`src/common/rdc_pkg.sv`:
```
// Purpose: Shared types and constants for the reset and debug control block.
// Assumes: One system clock at 200 MHz; debug pin configuration codes are local.
// Notes: Pin enable vectors list which debug pins keep their debug function.

package rdc_pkg;

   // System clock period in picoseconds.
   localparam int unsigned RDC_CLK_PERIOD_PS = 5000;

   // Least regulator settle time after power-up, held off by the outside party.
   localparam int unsigned RDC_REG_SETTLE_US = 700;
   localparam int unsigned RDC_REG_SETTLE_CYC =
      (RDC_REG_SETTLE_US * 1000000 + RDC_CLK_PERIOD_PS - 1) / RDC_CLK_PERIOD_PS;

   // Least warm reset pulse on the pin, in system clock periods.
   localparam int unsigned RDC_WARM_MIN_CYC = 12;

   // Debug pin configurations.
   typedef enum logic [2:0] {
      RDC_CFG_JTAG_SW        = 3'h0,
      RDC_CFG_JTAG_SW_NOTRST = 3'h1,
      RDC_CFG_JTAG_TRACE     = 3'h2,
      RDC_CFG_SW             = 3'h3,
      RDC_CFG_SW_SWV         = 3'h4,
      RDC_CFG_DISABLED       = 3'h5
   } rdc_cfg_t;

   // Debug function enable for each shared pin; a low bit frees the pin.
   typedef struct packed {
      logic trst;
      logic tdi;
      logic tdo_swv;
      logic tck;
      logic tms;
      logic trace_data;
      logic trace_clk;
   } rdc_pins_t;

   // Sticky record of which source caused a reset.
   typedef struct packed {
      logic pin;
      logic watchdog;
      logic sys_request;
   } rdc_cause_t;

   // Pin enable vectors, one per configuration.
   localparam rdc_pins_t RDC_PINS_JTAG_SW        = 7'h7C;
   localparam rdc_pins_t RDC_PINS_JTAG_SW_NOTRST = 7'h3C;
   localparam rdc_pins_t RDC_PINS_JTAG_TRACE     = 7'h7F;
   localparam rdc_pins_t RDC_PINS_SW             = 7'h06;
   localparam rdc_pins_t RDC_PINS_SW_SWV         = 7'h16;
   localparam rdc_pins_t RDC_PINS_DISABLED       = 7'h00;

   // Reset values.
   localparam rdc_cause_t RDC_CAUSE_RESET = 3'h0;
   localparam rdc_cfg_t RDC_CFG_RESET = RDC_CFG_JTAG_SW;

endpackage

```
`src/core/rdc_reset_debug_ctrl.sv`:
```
// Purpose: Merge reset sources into one internal reset and steer the debug link.
// Assumes: reset_in is the cold (power-on) reset, synchronous and active high.
// Notes: The internal reset sets at once and clears through two flip-flops.

`timescale 1ns/1ps

module rdc_reset_debug_ctrl
   import rdc_pkg::*;
(
   // Clock and cold reset.
   input wire logic sys_clk_in,
   input wire logic reset_in,
   // Reset sources.
   input wire logic reset_pin_n_in,
   input wire logic watchdog_timeout_in,
   input wire logic sys_reset_request_in,
   // Core and security status.
   input wire logic core_halted_in,
   input wire logic flash_secure_set_in,
   // Debug pin configuration write from the port logic.
   input wire logic cfg_wr_in,
   input wire logic [2:0] cfg_data_in,
   // Internal reset and debug control.
   output logic sys_reset_out,
   output logic debug_accept_out,
   output logic watchdog_pause_out,
   output rdc_pins_t debug_pins_out,
   // Cold-only state.
   output rdc_cause_t reset_cause_flags_out,
   output logic flash_security_bit_out,
   output logic dbg_comp_clear_out
);

   logic reset_src;
   logic rst_meta;
   logic rst_sync;
   logic pin_meta;
   logic pin_sync;
   rdc_cfg_t debug_cfg;
   rdc_cfg_t next_debug_cfg;
   rdc_pins_t next_debug_pins;
   rdc_cause_t next_cause;
   logic next_fsb;
   logic next_accept;
   logic next_pause;

   // Any source raises the merged reset at once; the pin acts without the clock.
   assign reset_src = reset_in | ~reset_pin_n_in | watchdog_timeout_in
                      | sys_reset_request_in;

   // Release is delayed through two flip-flops so it meets the clock cleanly.
   always_ff @(posedge sys_clk_in or posedge reset_src) begin
      if (reset_src) begin
         rst_meta <= 1'b1;
         rst_sync <= 1'b1;
      end else begin
         rst_meta <= 1'b0;
         rst_sync <= rst_meta;
      end
   end

   assign sys_reset_out = rst_sync;

   // The pin level is brought into the clock domain before the debug gate and the pin cause flag use it.
   always_ff @(posedge sys_clk_in) begin
      if (reset_in) begin
         pin_meta <= 1'b1;
         pin_sync <= 1'b1;
      end else begin
         pin_meta <= reset_pin_n_in;
         pin_sync <= pin_meta;
      end
   end

   // Debug link gate and watchdog pause.
   always_comb begin
      next_accept = pin_sync;
      next_pause = core_halted_in;
   end

   always_ff @(posedge sys_clk_in) begin
      if (reset_in) begin
         debug_accept_out <= 1'b0;
         watchdog_pause_out <= 1'b0;
      end else begin
         debug_accept_out <= next_accept;
         watchdog_pause_out <= next_pause;
      end
   end

   // Configuration is loaded by the port logic; unknown codes disable debug.
   always_comb begin
      next_debug_cfg = debug_cfg;
      if (rst_sync) begin
         next_debug_cfg = RDC_CFG_RESET;
      end else if (cfg_wr_in) begin
         if (cfg_data_in > RDC_CFG_DISABLED) begin
            next_debug_cfg = RDC_CFG_DISABLED;
         end else begin
            next_debug_cfg = rdc_cfg_t'(cfg_data_in);
         end
      end
   end

   // Each configuration keeps a fixed set of pins on debug duty.
   always_comb begin
      unique case (debug_cfg)
         RDC_CFG_JTAG_SW: next_debug_pins = RDC_PINS_JTAG_SW;
         RDC_CFG_JTAG_SW_NOTRST: next_debug_pins = RDC_PINS_JTAG_SW_NOTRST;
         RDC_CFG_JTAG_TRACE: next_debug_pins = RDC_PINS_JTAG_TRACE;
         RDC_CFG_SW: next_debug_pins = RDC_PINS_SW;
         RDC_CFG_SW_SWV: next_debug_pins = RDC_PINS_SW_SWV;
         default: next_debug_pins = RDC_PINS_DISABLED;
      endcase
   end

   always_ff @(posedge sys_clk_in) begin
      if (reset_in) begin
         debug_cfg <= RDC_CFG_RESET;
         debug_pins_out <= RDC_PINS_JTAG_SW;
      end else begin
         debug_cfg <= next_debug_cfg;
         debug_pins_out <= next_debug_pins;
      end
   end

   // Cold-only state: warm resets never reach these flip-flops.
   always_comb begin
      next_cause = reset_cause_flags_out;
      next_cause.pin = reset_cause_flags_out.pin | ~pin_sync;
      next_cause.watchdog = reset_cause_flags_out.watchdog | watchdog_timeout_in;
      next_cause.sys_request = reset_cause_flags_out.sys_request | sys_reset_request_in;
      next_fsb = flash_security_bit_out | flash_secure_set_in;
   end

   always_ff @(posedge sys_clk_in) begin
      if (reset_in) begin
         reset_cause_flags_out <= RDC_CAUSE_RESET;
         flash_security_bit_out <= 1'b0;
         dbg_comp_clear_out <= 1'b1;
      end else begin
         reset_cause_flags_out <= next_cause;
         flash_security_bit_out <= next_fsb;
         dbg_comp_clear_out <= 1'b0;
      end
   end
endmodule

```
`config.mk`:
```
export PLATFORM = sky130hd
export DESIGN_NAME = rdc_reset_debug_ctrl
export DESIGN_NICKNAME = d
export VERILOG_FILES = /design/src/common/rdc_pkg.sv /design/src/core/rdc_reset_debug_ctrl.sv
export SDC_FILE = /design/constraint.sdc
export NUM_CORES = 1
export LEC_CHECK = 0
export BUFFER_PORTS_ARGS = -buffer_cell sky130_fd_sc_hd__buf_2
export CORE_UTILIZATION = 28
export DETAILED_ROUTE_END_ITERATION = 6
export PLACE_DENSITY = 0.6
export SLEW_MARGIN = 20
export SYNTH_ARGS = -nofsm -noshare
export SYNTH_HDL_FRONTEND = slang
export SYNTH_SLANG_ARGS = --single-unit
```
`constraint.sdc`:
```
create_clock -name sys_clk_in -period 1.25 [get_ports sys_clk_in]
set_clock_uncertainty 0.15 [all_clocks]
set_input_delay 0.25 -clock sys_clk_in [delete_from_list [all_inputs] [get_ports sys_clk_in]]
set_output_delay 0.25 -clock sys_clk_in [all_outputs]
set_load 0.02 [all_outputs]
```
Yosys cells after proc, flatten, opt, wreduce, memory -nomap -nowiden
Index checks and enable logic that the tools add are counted.

operators by class
  reductions and logical operators = 2
  order comparisons = 1
  equal/unequal tests = 4
  bitwise operators = 9
  muxes and demuxes = 3

operator list
  operator                                              count
  one-hot mux 7 bit (5 select lines)                    1
  OR 1 bit                                              7
  equality test 3 x 2 -> 1 bit (second input constant)  2
  equality test 3 x 1 -> 1 bit (second input constant)  1
  equality test 3 bit (second input constant)           1
  > comparator 3 bit (second input constant)            1
  zero test 3 bit                                       1
  2-to-1 mux 3 bit                                      1
  NOT 1 bit                                             2
  OR reduction 2 bit                                    1
  2-to-1 mux 1 bit                                      1

storage, ports and cells
  word-level logic and storage cells = 38
  flip-flop bits (word level) = 21
  output and inout port bits = 15

Depth between registers and ports, before layout
  depth after elaboration = 4
  gate-level depth with buffers = 3
  gate-level depth less buffers = 2

Worst setup path after synthesis
OpenSTA, ideal clock, no wires.

  kind = register -> register
  from = reg debug_cfg[2]
  to = reg debug_pins_out[1] in the netlist's numbering
  stages on the path, launching flop included = 3
  data required time = 1034 ps
  period minus slack after synthesis = 1053 ps
  setup slack = 197 ps
  buffers on the path = 0
  arrival = 837 ps
  cells stage by stage = dfxtp_1 or3b_1 a21oi_2

between the ends
  word-level cells in the longest chain between the ends = 2
  elaborated cells on any way between the ends = 6
  classes of those cells = eq/ne: 4; mux: 1; reduce/logical: 1

ends and longest elaborated chain
  element                                      RTL line                     source
  start, declared                              rdc_reset_debug_ctrl.sv:39   rdc_cfg_t debug_cfg;
  start signal, assigned                       rdc_reset_debug_ctrl.sv:122  debug_cfg <= next_debug_cfg;
  equality test 3 bit (tied with other cells)  rdc_reset_debug_ctrl.sv:107  unique case (debug_cfg)
  one-hot mux 7 bit (5 select lines) (*)       rdc_reset_debug_ctrl.sv:107
  end signal, assigned                         rdc_reset_debug_ctrl.sv:123  debug_pins_out <= next_debug_pins;
  end, declared                                rdc_reset_debug_ctrl.sv:27   output rdc_pins_t debug_pins_out,

Every way passes the cells marked *; elsewhere a longest branch is shown, timed or not.
A chain may end at the register's enable or synchronous reset.

Worst setup path after layout
  from = reg rst_sync (netlist: sys_reset_out)
  to = out sys_reset_out

RTL lines
  element                 RTL line                    source
  start, declared         rdc_reset_debug_ctrl.sv:36  logic rst_sync;
  start signal, assigned  rdc_reset_debug_ctrl.sv:58  rst_sync <= rst_meta;
  end, declared           rdc_reset_debug_ctrl.sv:24  output logic sys_reset_out,

No word-level cell between the ends.

==> results by group <==
Status
  • Status: finished, violations left
  • Failing checks: setup timing

Worst setup path
  • Crit-path cells: buf_6
  • Arrival time worst endpoint: roughly 0.96 ns
  • CP Capture Type: output port
  • Kind of start point of the critical path: register
  • Crit path max-delay cell type: dfstp_2
  • Delay-heaviest family, CP: flip-flops
  • Critical path class: register to output port
  • Crit path buffers/inverters: 1
  • Critical Path RT: 0.85 ns
  • Crit path largest cell delay: 0.55 ns
  • Crit path max fanout: 2

Job
  • Max-cap violation count: 0

Global route
  • Total grt overflow: 0
  • Total track usage: a little under a tenth
  • Vias in the first global route: approximately 400
  • Largest net degree at the start of global routing: 15
  • First-pass GRT wire length: 1.635 mm
  • Initial antenna violation count: 0

Route
  • DRT iter0 DRCs: 5
  • Drt pass-1 iters: 3
  • Vias: 462
  • Routed length per placed instance: 8.531 um
  • Vias/cell: about 4.1
  • Drt drc: 0
  • Total wire length: 964 um
  • Routed Antenna Nets: 0

STA
  • Min Clock Period, post-route: 1.357 ns
  • RSZ-0062 raised after global routing: yes
  • FMAX: about 740 MHz
  • Setup ws final: -0.1073 ns
  • Fin crit share: 108.6%
  • Final setup violating endpoints: 1
  • Sum of negative setup slack: -0.1073 ns
  • Final Slew Violations: 0
  • Hold WS: 0.01047 ns
  • Final hold vios: 0

Placed design
  • Hpwl dp: around 700 um
  • Port-buffer cells: 25
  • RD Place Congestion: 0.6648
  • Placed instance area: 780.7 um2

Pwr
  • Leakage: 0.0003741 uW
  • Pwr dens: 1503 nW/um2
  • Peak supply drop: approximately 0.99 mV
  • Tot Pwr: 1309 uW

Finish
  • Area grow syn2layout: 40.61%
  • Fin nets: 98
  • N_diodes: 0
  • Share of layout cells above drive strength 1: 45.35%
  • # fillers: 219
  • Post-route cell area: 870.8 um2

Clock tree
  • H-tree depth: 1
  • CTS root buf: clkbuf_4
  • CTS Buffer Depth: 2
  • Skew-Pair Late Insertion Delay: 0.29 ns
  • CTS Buf Count: 3
  • Clock-pin slew on the worst setup and hold paths: 0.10 ns
  • TritonCTS Sinks: 20
  • TritonCTS clock tree: yes

Floorplanning
  • Initial core utilization: 30.63%
  • Core Footprint: 2022 um2
  • Site row count: 16
  • Die Footprint: 2404 um2
  • Boundary Pins: 26
  • Die height: 49.03 um
  • Die span in x: 49.03 um

Synth
  • Netlist cell types: 23
  • Mean Syn Cell Area: between 10 and 15 um2
  • Mapped Cells: 55
  • Seq cells post-synth: 20
  • Synthesis Warnings: 0
  • Seq/Total Area, Yosys: 66.67%
  • Mapped Area: 619.3 um2
  • Syn nets: 66

Hold path
  • Hold Crit Class: input pin to register
-- power breakdown --
part           switching (uW)  total (uW)  internal (uW)
combinational            61.3         116           54.7
clock                     188         512            324
sequential               12.7         681            668
total                     262        1310           1050
-- stage by stage --
step | setup WS (ns) | cells | util [%]
after floorplan | 0.1973 | 55 | -
after global placement | 0.1355 | 107 | 38.61
after detailed placement | 0.1281 | 107 | 38.61
after CTS | -0.1184 | 113 | 42.39
after global routing | -0.1353 | 113 | 43.07
final | -0.1073 | 113 | 43.07
-- cells by family after synthesis --
family | after synthesis | share of synthesized area [%]
simple gates | 22 | 20.40
flops | 20 | 66.67
buf+inv | 4 | 3.231
mux | 1 | 1.616
compound gates | 7 | 7.474
other cells | 1 | 0.6055
-- placed cells by master, fill, tap and decap left out, drive strengths merged, types with 2 or more instances in the layout --
master   n
nor4b    2
dfstp    2
nand3b   2
dfxtp   18
nor2     8
or2      3
a21oi    4
nand2b   2
buf     28
inv      2
nor2b    2
clkbuf   3
-- path summary, 6_finish.rpt --
kind                                            from                                 to  slack (ns)  depth (start not counted)
setup / recovery             sys_reset_out$_DFF_PP1_                      sys_reset_out       -0.11                          1
hold / removal                   flash_secure_set_in  flash_security_bit_out$_SDFF_PP0_        0.01                          3
setup reg to reg           debug_cfg[2]$_SDFFE_PP0P_       debug_pins_out[1]$_SDFF_PP0_        0.12                          2
hold reg to reg                   rst_meta$_DFF_PP1_            sys_reset_out$_DFF_PP1_        0.21                          0
max in group asynchronous             reset_pin_n_in            sys_reset_out$_DFF_PP1_        0.26                          4
min in group asynchronous       sys_reset_request_in                 rst_meta$_DFF_PP1_        0.19                          3
-- synthesized netlist by cell type, drive strengths merged --
cell type / instances / area share [%]
nor2: 8 / 4.8
dfxtp: 18 / 58
or3b: 1 / 1.4
or3: 1 / 1.0
nor2b: 2 / 2.0
conb: 1 / 0.61
a2111oi: 1 / 1.6
inv: 2 / 1.2
a211oi: 1 / 1.2
nand3b: 2 / 2.4
nand2b: 2 / 2.0
mux2i: 1 / 1.6
nor3: 1 / 0.81
o21ai: 1 / 0.81
or2: 3 / 3.0
dfstp: 2 / 8.5
buf: 2 / 2.0
a21oi: 4 / 3.8
nor4b: 2 / 2.8
-- layer usage --
| metal | up-vias | track usage [%] | share of wire, % |
|---|---|---|---|
| met1 | 198 | 9.827 | 42 |
| met4 | 0 | 4.412 | 1.1 |
| met5 | - | 0 | 0 |
| met2 | 19 | 14.12 | 47 |
| li1 | 243 | - | - |
| met3 | 2 | 5.607 | 9.4 |
-- repair_timing --
item,CTS,global route
endpoints found under the hold margin,1,0
setup endpoints to repair,1,6
resized for setup,2,6
setup buffers,1,0
hold buffers,1,0
-- layout make-up --
class / instances / area, um2 / area share (%)
repair buffers: 29 / 176.4 / 20.26
inverters: 2 / 7.507 / 0.8621
flip-flops and latches: 20 / 414.1 / 47.56
multi-input cells: 31 / 186.4 / 21.41
clock buffers: 3 / 22.52 / 2.586
clock inverters: 1 / 30.03 / 3.448
well taps: 27 / 33.78 / 3.879
-- registers in the layout (all words and copies together), names as in the netlist --
name / cells
debug_pins_out: 6
debug_cfg: 3
reset_cause_flags_out: 3
dbg_comp_clear_out: 1
debug_accept_out: 1
flash_security_bit_out: 1
next_accept: 1
pin_meta: 1
rst_meta: 1
sys_reset_out: 1
watchdog_pause_out: 1
(Power assumes the default switching activity.)
